$ cat src/pwr_mode_pkg.sv
// constants and types for the power reduction mode controller
`default_nettype none
package pwr_mode_pkg;
  localparam int unsigned CLK_PERIOD_NS = 8;
  localparam int unsigned WAKE_MIN_NS = 40;
  localparam int unsigned WAKE_MIN_CYC_I = (WAKE_MIN_NS + CLK_PERIOD_NS - 1) / CLK_PERIOD_NS;
  localparam logic [2:0] WAKE_MIN_CYC = 3'(WAKE_MIN_CYC_I);
  localparam int unsigned NUM_FAST_IRQ = 8;

  localparam logic [7:0] SYSCFG_OFFSET = 8'h00;
  localparam logic [7:0] MISC_OFFSET = 8'h04;
  localparam logic [7:0] FASTIRQ_OFFSET = 8'h08;
  localparam logic [7:0] WAITCFG_OFFSET = 8'h0c;
  localparam logic [7:0] STATUS_OFFSET = 8'h10;

  localparam int unsigned POWERDOWN_CONFIG_BIT_BIT = 5;
  localparam int unsigned REGOFF_BIT = 0;
  localparam int unsigned RTC_EN_BIT = 1;
  localparam int unsigned LPOSC_DIS_BIT = 2;
  localparam int unsigned FAST_EN_LSB = 0;
  localparam int unsigned FAST_POL_LSB = 8;
  localparam int unsigned WAIT_EN_BIT = 0;
  localparam int unsigned WAIT_POL_BIT = 1;
  localparam int unsigned ST_MODE_LSB = 0;
  localparam int unsigned ST_RTC_LP_BIT = 4;
  localparam int unsigned ST_REFUSED_BIT = 5;
  localparam int unsigned ST_WOKE_BIT = 6;
  localparam int unsigned ST_RESUME_BIT = 7;
  localparam int unsigned ST_CAUSE_LSB = 8;

  localparam logic [7:0] SYSCFG_RESET = 8'h00;
  localparam logic [2:0] MISC_RESET = 3'h0;
  localparam logic [15:0] FASTIRQ_RESET = 16'h0000;
  localparam logic [1:0] WAITCFG_RESET = 2'h0;

  localparam logic [3:0] CAUSE_NONE = 4'h0;
  localparam logic [3:0] CAUSE_IRQ = 4'h1;
  localparam logic [3:0] CAUSE_FAST = 4'h2;
  localparam logic [3:0] CAUSE_RTC = 4'h3;
  localparam logic [3:0] CAUSE_CAN_I2C = 4'h4;
  localparam logic [3:0] CAUSE_RESET_PIN = 4'h5;

  typedef enum logic [2:0] {
    ST_RUN,
    ST_DRAIN,
    ST_IDLE,
    ST_PD_PROT,
    ST_PD_INT
  } pwr_state_e;

  typedef enum logic [1:0] {
    REQ_NONE,
    REQ_IDLE,
    REQ_PD
  } pwr_req_e;
endpackage
`default_nettype wire

$ cat src/pwr_mode_ctrl.sv
// power reduction mode controller: idle and power down entry, wake and clock control
//
// Implementation choices: the register addresses and register access over APB.
`default_nettype none
module pwr_mode_ctrl (
  // clock, reset, enable
  input wire logic clk_sys,
  input wire logic rst_n,
  input wire logic clk_en,
  // apb slave
  input wire logic psel,
  input wire logic penable,
  input wire logic pwrite,
  input wire logic [7:0] paddr,
  input wire logic [31:0] pwdata,
  output logic [31:0] prdata,
  output logic pready,
  output logic pslverr,
  // cpu side, same clock
  input wire logic idle_instr,
  input wire logic clock_stop_instruction,
  input wire logic return_from_interrupt,
  input wire logic irq_request,
  input wire logic rtc_irq,
  input wire logic can_i2c_irq,
  // external bus controller, same clock
  input wire logic bus_pending,
  input wire logic bus_access_active,
  input wire logic bus_access_done,
  // device pins, asynchronous
  input wire logic ready_pin,
  input wire logic nmi_pin_n,
  input wire logic reset_input_pin_n,
  input wire logic [pwr_mode_pkg::NUM_FAST_IRQ-1:0] fast_external_interrupt_input,
  input wire logic lp_osc_running,
  // power control outputs
  output logic cpu_halt,
  output logic periph_clk_stop,
  output logic wdt_hold,
  output logic main_osc_stop,
  output logic rtc_ref_lp,
  output logic regulator_off,
  output logic pd_wake
);
  import pwr_mode_pkg::*;

  logic ready_s;
  logic nmi_s_n;
  logic rstpin_s_n;
  logic lposc_s;
  logic [NUM_FAST_IRQ-1:0] fast_s;

  pin_sync #(
    .WIDTH(NUM_FAST_IRQ + 4),
    .INIT({{NUM_FAST_IRQ{1'b0}}, 4'h6})
  ) u_sync (
    .clk_sys(clk_sys),
    .rst_n(rst_n),
    .clk_en(clk_en),
    .async_in({fast_external_interrupt_input, ready_pin, nmi_pin_n,
      reset_input_pin_n, lp_osc_running}),
    .sync_out({fast_s, ready_s, nmi_s_n, rstpin_s_n, lposc_s})
  );

  // registers
  logic [7:0] system_config_register_reg;
  logic [2:0] misc_control_register_reg;
  logic [15:0] fastirq_cfg_reg;
  logic [1:0] waitcfg_reg;
  pwr_state_e state_reg;
  pwr_state_e state_next;
  pwr_req_e req_reg;
  logic req_nmi_low_reg;
  logic req_powerdown_config_bit_reg;
  logic refused_reg;
  logic woke_reg;
  logic resume_reg;
  logic [3:0] cause_reg;
  logic rtc_lp_reg;
  logic ready_seen_reg;
  logic ready_ok_reg;
  logic [2:0] fast_cnt_reg [NUM_FAST_IRQ];
  logic [31:0] prdata_reg;

  // apb decode
  logic apb_wr;
  logic apb_rd_setup;
  logic addr_hit;

  function automatic logic is_mapped(input logic [7:0] a);
    is_mapped = (a == SYSCFG_OFFSET) || (a == MISC_OFFSET) ||
      (a == FASTIRQ_OFFSET) || (a == WAITCFG_OFFSET) || (a == STATUS_OFFSET);
  endfunction

  assign addr_hit = is_mapped(paddr);
  assign apb_wr = psel && penable && pwrite && addr_hit && clk_en;
  assign apb_rd_setup = psel && !penable && !pwrite && clk_en;
  assign pready = 1'b1;
  assign pslverr = psel && penable && !addr_hit;
  assign prdata = prdata_reg;

  // fast interrupt levels: pol bit 1 means active high
  logic [NUM_FAST_IRQ-1:0] fast_en;
  logic [NUM_FAST_IRQ-1:0] fast_active;
  logic fast_wake;
  logic powerdown_config_bit;

  assign fast_en = fastirq_cfg_reg[FAST_EN_LSB +: NUM_FAST_IRQ];
  assign fast_active = fast_en & ~(fast_s ^ fastirq_cfg_reg[FAST_POL_LSB +: NUM_FAST_IRQ]);
  assign powerdown_config_bit = system_config_register_reg[POWERDOWN_CONFIG_BIT_BIT];

  // wake from a fast input only after it stood active long enough
  always_comb
  begin
    fast_wake = 1'b0;
    for (int i = 0; i < NUM_FAST_IRQ; i++)
    begin
      if (fast_cnt_reg[i] >= WAKE_MIN_CYC)
      begin
        fast_wake = 1'b1;
      end
    end
  end

  always_ff @(posedge clk_sys or negedge rst_n)
  begin
    if (!rst_n)
    begin
      for (int i = 0; i < NUM_FAST_IRQ; i++)
      begin
        fast_cnt_reg[i] <= 3'h0;
      end
    end
    else if (clk_en)
    begin
      for (int i = 0; i < NUM_FAST_IRQ; i++)
      begin
        if (!fast_active[i])
        begin
          fast_cnt_reg[i] <= 3'h0;
        end
        else if (fast_cnt_reg[i] < WAKE_MIN_CYC)
        begin
          fast_cnt_reg[i] <= fast_cnt_reg[i] + 3'h1;
        end
      end
    end
  end

  // ready handshake seen at its polarity during the last bus access
  always_ff @(posedge clk_sys or negedge rst_n)
  begin
    if (!rst_n)
    begin
      ready_seen_reg <= 1'b0;
      ready_ok_reg <= 1'b1;
    end
    else if (clk_en)
    begin
      if (bus_access_done)
      begin
        ready_ok_reg <= ready_seen_reg || (ready_s == waitcfg_reg[WAIT_POL_BIT]);
        ready_seen_reg <= 1'b0;
      end
      else if (bus_access_active && (ready_s == waitcfg_reg[WAIT_POL_BIT]))
      begin
        ready_seen_reg <= 1'b1;
      end
    end
  end

  // entry checks once the bus has drained
  logic entry_ok;
  logic any_pd_wake;

  always_comb
  begin
    entry_ok = !waitcfg_reg[WAIT_EN_BIT] || ready_ok_reg;
    if (req_reg == REQ_PD)
    begin
      if (!req_powerdown_config_bit_reg)
      begin
        entry_ok = entry_ok && req_nmi_low_reg;
      end
      else
      begin
        entry_ok = entry_ok && (fast_active == '0);
      end
    end
  end

  assign any_pd_wake = fast_wake || rtc_irq || can_i2c_irq || !rstpin_s_n;

  always_comb
  begin
    state_next = state_reg;
    case (state_reg)
      ST_RUN:
      begin
        if (idle_instr || clock_stop_instruction)
        begin
          state_next = ST_DRAIN;
        end
      end
      ST_DRAIN:
      begin
        if (!bus_pending)
        begin
          if (!entry_ok)
          begin
            state_next = ST_RUN;
          end
          else if (req_reg == REQ_IDLE)
          begin
            state_next = ST_IDLE;
          end
          else if (req_powerdown_config_bit_reg)
          begin
            state_next = ST_PD_INT;
          end
          else
          begin
            state_next = ST_PD_PROT;
          end
        end
      end
      ST_IDLE:
      begin
        if (irq_request || !rstpin_s_n)
        begin
          state_next = ST_RUN;
        end
      end
      ST_PD_PROT:
      begin
        if (!rstpin_s_n)
        begin
          state_next = ST_RUN;
        end
      end
      ST_PD_INT:
      begin
        if (any_pd_wake)
        begin
          state_next = ST_RUN;
        end
      end
      default:
      begin
        state_next = ST_RUN;
      end
    endcase
  end

  always_ff @(posedge clk_sys or negedge rst_n)
  begin
    if (!rst_n)
    begin
      state_reg <= ST_RUN;
    end
    else if (clk_en)
    begin
      state_reg <= state_next;
    end
  end

  // capture request kind, nmi level and mode selection at the instruction
  always_ff @(posedge clk_sys or negedge rst_n)
  begin
    if (!rst_n)
    begin
      req_reg <= REQ_NONE;
      req_nmi_low_reg <= 1'b0;
      req_powerdown_config_bit_reg <= 1'b0;
    end
    else if (clk_en && state_reg == ST_RUN)
    begin
      if (clock_stop_instruction)
      begin
        req_reg <= REQ_PD;
        req_nmi_low_reg <= !nmi_s_n;
        req_powerdown_config_bit_reg <= powerdown_config_bit;
      end
      else if (idle_instr)
      begin
        req_reg <= REQ_IDLE;
      end
    end
  end

  // status: refusal, wake, resume and cause; set wins over clear
  logic st_clr_refused;
  logic st_clr_woke;
  logic refuse_evt;
  logic wake_evt;
  logic [3:0] wake_cause;

  assign st_clr_refused = apb_wr && paddr == STATUS_OFFSET && pwdata[ST_REFUSED_BIT];
  assign st_clr_woke = apb_wr && paddr == STATUS_OFFSET && pwdata[ST_WOKE_BIT];
  assign refuse_evt = clk_en && state_reg == ST_DRAIN && !bus_pending && !entry_ok;
  assign wake_evt = clk_en && state_next == ST_RUN &&
    (state_reg == ST_IDLE || state_reg == ST_PD_PROT || state_reg == ST_PD_INT);

  always_comb
  begin
    if (!rstpin_s_n)
    begin
      wake_cause = CAUSE_RESET_PIN;
    end
    else if (state_reg == ST_IDLE)
    begin
      wake_cause = CAUSE_IRQ;
    end
    else if (fast_wake)
    begin
      wake_cause = CAUSE_FAST;
    end
    else if (rtc_irq)
    begin
      wake_cause = CAUSE_RTC;
    end
    else
    begin
      wake_cause = CAUSE_CAN_I2C;
    end
  end

  always_ff @(posedge clk_sys or negedge rst_n)
  begin
    if (!rst_n)
    begin
      refused_reg <= 1'b0;
      woke_reg <= 1'b0;
      cause_reg <= CAUSE_NONE;
    end
    else
    begin
      if (refuse_evt)
      begin
        refused_reg <= 1'b1;
      end
      else if (st_clr_refused)
      begin
        refused_reg <= 1'b0;
      end
      if (wake_evt)
      begin
        woke_reg <= 1'b1;
        cause_reg <= wake_cause;
      end
      else if (st_clr_woke)
      begin
        woke_reg <= 1'b0;
      end
    end
  end

  // after idle wake, cpu continues past the halt once the handler returns
  always_ff @(posedge clk_sys or negedge rst_n)
  begin
    if (!rst_n)
    begin
      resume_reg <= 1'b0;
    end
    else if (clk_en)
    begin
      if (state_reg == ST_IDLE && state_next == ST_RUN)
      begin
        resume_reg <= 1'b1;
      end
      else if (return_from_interrupt)
      begin
        resume_reg <= 1'b0;
      end
    end
  end

  // rtc reference follows the low-power oscillator once it is seen
  always_ff @(posedge clk_sys or negedge rst_n)
  begin
    if (!rst_n)
    begin
      rtc_lp_reg <= 1'b0;
    end
    else if (clk_en)
    begin
      if (misc_control_register_reg[LPOSC_DIS_BIT])
      begin
        rtc_lp_reg <= 1'b0;
      end
      else if (lposc_s)
      begin
        rtc_lp_reg <= 1'b1;
      end
    end
  end

  // software registers
  always_ff @(posedge clk_sys or negedge rst_n)
  begin
    if (!rst_n)
    begin
      system_config_register_reg <= SYSCFG_RESET;
      misc_control_register_reg <= MISC_RESET;
      fastirq_cfg_reg <= FASTIRQ_RESET;
      waitcfg_reg <= WAITCFG_RESET;
    end
    else if (apb_wr)
    begin
      case (paddr)
        SYSCFG_OFFSET: system_config_register_reg <= pwdata[7:0];
        MISC_OFFSET: misc_control_register_reg <= pwdata[2:0];
        FASTIRQ_OFFSET: fastirq_cfg_reg <= pwdata[15:0];
        WAITCFG_OFFSET: waitcfg_reg <= pwdata[1:0];
        default:
        begin
        end
      endcase
    end
  end

  // read data registered in the setup phase
  always_ff @(posedge clk_sys or negedge rst_n)
  begin
    if (!rst_n)
    begin
      prdata_reg <= 32'h0000_0000;
    end
    else if (apb_rd_setup)
    begin
      prdata_reg <= 32'h0000_0000;
      case (paddr)
        SYSCFG_OFFSET: prdata_reg[7:0] <= system_config_register_reg;
        MISC_OFFSET: prdata_reg[2:0] <= misc_control_register_reg;
        FASTIRQ_OFFSET: prdata_reg[15:0] <= fastirq_cfg_reg;
        WAITCFG_OFFSET: prdata_reg[1:0] <= waitcfg_reg;
        STATUS_OFFSET:
        begin
          prdata_reg[ST_MODE_LSB +: 3] <= state_reg;
          prdata_reg[ST_RTC_LP_BIT] <= rtc_lp_reg;
          prdata_reg[ST_REFUSED_BIT] <= refused_reg;
          prdata_reg[ST_WOKE_BIT] <= woke_reg;
          prdata_reg[ST_RESUME_BIT] <= resume_reg;
          prdata_reg[ST_CAUSE_LSB +: 4] <= cause_reg;
        end
        default:
        begin
        end
      endcase
    end
  end

  // power control outputs
  logic in_pd;

  assign in_pd = state_reg == ST_PD_PROT || state_reg == ST_PD_INT;

  always_ff @(posedge clk_sys or negedge rst_n)
  begin
    if (!rst_n)
    begin
      cpu_halt <= 1'b0;
      periph_clk_stop <= 1'b0;
      wdt_hold <= 1'b0;
      main_osc_stop <= 1'b0;
      regulator_off <= 1'b0;
      pd_wake <= 1'b0;
    end
    else if (clk_en)
    begin
      cpu_halt <= state_next == ST_IDLE || state_next == ST_PD_PROT ||
        state_next == ST_PD_INT;
      periph_clk_stop <= state_next == ST_PD_PROT || state_next == ST_PD_INT;
      wdt_hold <= state_next == ST_PD_PROT || state_next == ST_PD_INT;
      // main osc kept for rtc unless the low-power oscillator serves it
      main_osc_stop <= (state_next == ST_PD_PROT || state_next == ST_PD_INT) &&
        (rtc_lp_reg || !misc_control_register_reg[RTC_EN_BIT]);
      regulator_off <= in_pd && misc_control_register_reg[REGOFF_BIT];
      pd_wake <= in_pd && state_next == ST_RUN;
    end
  end

  assign rtc_ref_lp = rtc_lp_reg;
endmodule
`default_nettype wire

$ cat src/pin_sync.sv
// two flip-flop synchroniser for asynchronous pin inputs
`default_nettype none
module pin_sync #(
  parameter int unsigned WIDTH = 1,
  parameter logic [WIDTH-1:0] INIT = '0
) (
  // clock and reset
  input wire logic clk_sys,
  input wire logic rst_n,
  input wire logic clk_en,
  // data
  input wire logic [WIDTH-1:0] async_in,
  output logic [WIDTH-1:0] sync_out
);
  logic [WIDTH-1:0] stage1_reg;

  always_ff @(posedge clk_sys or negedge rst_n)
  begin
    if (!rst_n)
    begin
      stage1_reg <= INIT;
      sync_out <= INIT;
    end
    else if (clk_en)
    begin
      stage1_reg <= async_in;
      sync_out <= stage1_reg;
    end
  end
endmodule
`default_nettype wire

$ cat config.mk
export PLATFORM = sky130hd
export DESIGN_NAME = pwr_mode_ctrl
export DESIGN_NICKNAME = d
export VERILOG_FILES = /design/src/pwr_mode_pkg.sv /design/src/pwr_mode_ctrl.sv /design/src/pin_sync.sv
export SDC_FILE = /design/constraint.sdc
export NUM_CORES = 1
export LEC_CHECK = 0
export BUFFER_PORTS_ARGS = -buffer_cell sky130_fd_sc_hd__buf_2
export CORE_ASPECT_RATIO = 0.9
export CORE_MARGIN = 1.5
export CORE_UTILIZATION = 44
export CTS_BUF_LIST = sky130_fd_sc_hd__clkbuf_16
export CTS_CLUSTER_SIZE = 28
export DETAILED_ROUTE_END_ITERATION = 7
export MAX_ROUTING_LAYER = met4
export PLACE_DENSITY = 0.68
export SLEW_MARGIN = 20
export SYNTH_ARGS = -nofsm -noshare
export SYNTH_HDL_FRONTEND = slang
export SYNTH_SLANG_ARGS = --single-unit
$ cat constraint.sdc
create_clock -name clk_sys -period 2.65 [get_ports clk_sys]
set_input_delay 0.265 -clock clk_sys [delete_from_list [all_inputs] [get_ports clk_sys]]
set_output_delay 0.265 -clock clk_sys [all_outputs]
set_load 0.05 [all_outputs]
==> results by group <==
Logic synthesis
  • Mux cell area share after synthesis: 0.117
  • Synth Area in Simple Gates: 0.108
  • Synth Area in Compound Gates: 0.159
  • Mapped Cells: 522
  • Area share of the largest cell type after synthesis: 0.482
  • Syn. warnings: 0
  • Synth top area cells: dfrtp_1 (48%), mux2_2 (12%), a21oi_1 (3.9%)
  • Sequential-to-total area share from yosys stat: 0.505
  • Dominant synthesized flop cell: dfrtp_1
  • Largest family of logic cells by synthesized area: compound AO/OA/AOI/OAI gates
  • Synth Area in Adders: 0.0354
  • Distinct cells, synth: 58
  • EDFF count, synth: 0
  • Synth Area in XOR/XNOR: 0.0139
  • Post-Syn Area: 5660 um2
  • Synthesized area per cell: 10.8 um2
  • #FFs+latches synth: 114
  • Dominant cell type by area after synthesis: dfrtp_1
  • Fraction of registers with async set/reset: 1.00

Worst setup path
  • Critical path arrival: 2640 ps
  • Critical path type: reg -> reg
  • Worst r2r src: fast_cnt_reg[3]
  • Worst Setup SP: fast_cnt_reg[3]
  • Worst path cell trace: ha_1, a22o_1, a221oi_2, nand4_1, nor4_2, a21oi_1, a32o_1
  • R2r endpoint: resume_reg
  • Reg2reg setup slack: roughly 310 ps
  • Worst path slowest cell: dfrtp_1
  • Critical Path Fanout Max: 7
  • Element type at the critical path end: flip-flop
  • Crit-path max cell delay: 440 ps
  • Startpoint Class: flip-flop
  • Cells on worst reg2reg path: 7
  • Required time worst endpoint: approximately 3000 ps
  • Setup crit end: resume_reg

Detailed routing
  • Routed Antenna Nets: 0
  • Total number of vias: 4,332
  • DR DRC count: 0
  • Iter 0 DRT Violations: 257
  • WL final: 13,000 um
  • Drt first pass iters: 5
  • Vias per cell: 5.56
  • DR WL/cell: 16.7 um

Finish
  • Final Net Count: slightly below 700
  • Final instance area: 6720 um2
  • Commonest non-fill, non-tap cell in the layout: dfrtp_1
  • Share of cells above drive strength 1: 0.298
  • Fin cells: 779
  • Max FFs per register: 24
  • Diodes inserted: 0
  • Layout area overhead: 18.7%
  • Number of fill cells: 1,084
  • Final core occ: 0.532
  • Commonest non-fill, non-tap cells in the layout: dfrtp_1 (109), buf_2 (73), mux2_2 (59)

Place
  • Cell Area, Placed: ~6100 um2
  • Dpl hpwl: 9300 um
  • Routability congestion estimate: 0.884
  • Placed insts: around 750
  • I/O Buffers: 74

Floorplanning
  • Core Region: 12,600 um2
  • # rows: 39
  • Initial Util: 0.448
  • Io pins: 108
  • Die area: 13,600 um2
  • Horiz. Die Dim: 123 um
  • Die Y: 111 um

Timing
  • Worst Skew: 5.29 ps
  • Worst-Margin Slew: 795 ps
  • Relative slew slack: 0.470
  • Final hold viol count: 0
  • RSZ-0062 raised after global routing: false
  • Fin. max-slew vios: 0
  • Final setup violation count: 0
  • Crit path time final: 2340 ps
  • Final period util: 0.882
  • Peak Freq: about 430 MHz
  • Setup TNS: 0 ps
  • Min Hold Slack: 47.4 ps

CTS
  • Clock-pin slew on the worst setup and hold paths: 50 ps
  • Worst skew pair latency: slightly above 400 ps
  • CTS root buf: clkbuf_16
  • TritonCTS Buffers: 17
  • Post-cts resize count: 0
  • Clk sinks: roughly 110
  • H-tree depth: 4
  • Bufs on Longest Clock Path: 2
  • CTS tree: built

Global routing
  • Vias in the first global route: 4,291
  • M2 GR Usage: 0.336
  • First-pass GRT wire length: 21,600 um
  • Met3 Use GR: 0.0589
  • Busiest layer in global routing: met2
  • GR Util All Layers: 0.213
  • Grt met1 use: 0.268
  • Total congestion overflow: 0
  • Largest net degree at the start of global routing: 63
  • Initial antenna violation count: 0

Flow run
  • Max Cap Viol: 0

Min path
  • Hold Path Class: in -> reg

Status
  • Status: finished, final reports clean

Pwr
  • Worst vdd ir: 0.000523 V
  • PD cells: a little over 700 nW/um2
  • Leak: 3.10 nW
-- metrics by stage --
stage                     worst slack (ps)  power [W]
after floorplan                        613    0.00245
after global placement                 414    0.00262
after detailed placement               328    0.00264
after CTS                              319    0.00488
after global routing                   147    0.00505
final                                  312    0.00484
-- cell families after synthesis --
logic type / Yosys count
compound gates: 135
simple gates: 122
flops: 114
buf+inv: 65
mux: 59
fa+ha+maj: 16
xor+xnor: 9
other cells: 2
-- how the worst min path moves through the flow --
stage,from,end,slack (ps),depth (start not counted)
floorplan,rst_n,cause_reg[0],-30,0
global placement,rst_n,fast_cnt_reg[18],390,1
detailed placement,rst_n,fast_cnt_reg[20],410,1
CTS,bus_access_done,ready_ok_reg,40,2
global route,bus_access_done,ready_ok_reg,40,2
finish,bus_access_done,ready_ok_reg,50,2
-- cell usage after synthesis (2+ instances only) --
cell type  count
clkbuf_1      15
o31ai_1        5
nand3_1        8
and2_1         5
buf_4         19
ha_1          16
nand2_1       50
o21ai_0       25
o22ai_1        3
a21oi_1       44
nand3b_1       3
a41o_1         2
a211oi_1       8
a221oi_1      10
nor2b_1        3
a222oi_1       6
nor2_1        25
a2bb2oi_1      2
xnor2_1        9
nand2b_1       3
buf_1          2
a22oi_1        2
dfrtp_1      109
nand4_1        2
a31oi_1        5
conb_1         2
mux2_2        59
and4_1         2
buf_6          3
nor4_1         2
nor3_1         8
dfstp_2        5
inv_1         25
a22o_1         4
o2bb2ai_1      8
-- layout make-up --
| class | instances | area (um2) | area share |
|---|---|---|---|
| Sequential cell | 114 | 2860 | 0.426 |
| Clock buffer | 17 | 425 | 0.0633 |
| Timing Repair Buffer | 86 | 465 | 0.0693 |
| Tap cell | 164 | 205 | 0.0305 |
| Inverter | 25 | 93.8 | 0.0140 |
| Multi-Input combinational cell | 358 | 2520 | 0.375 |
| Clock inverter | 15 | 150 | 0.0223 |
-- worst max-delay path, delay by kind of cell (launching register included) --
kind | cells | cell delay [ps]
compound gates | 4 | 890
simple gates | 2 | 680
flops | 1 | 440
fa+ha+maj | 1 | 230
-- routing by layer --
layer | routed length (um) | vias to the layer above
li1 | - | 2030
met3 | 599 | 13
met2 | 6310 | 126
met4 | 155 | 0
met1 | 5950 | 2163
met5 | 0 | -
-- timing repair --
action / 4_1_cts / 5_1_grt
hold endpoints to repair: 54 / 0
hold buffers: 1 / 0
buffers inserted: 0 / 0
-- where the power goes --
| group | total [W] | internal (W) | leakage (nW) | switching [W] |
|---|---|---|---|---|
| clock network | 0.00222 | 0.00145 | 0.289 | 0.000777 |
| logic | 0.000603 | 0.000218 | 1.34 | 0.000385 |
| registers | 0.00202 | 0.00189 | 1.47 | 0.000123 |
| total | 0.00484 | 0.00356 | 3.10 | 0.00128 |
No activity file was read; power rests on OpenSTA's default activity.
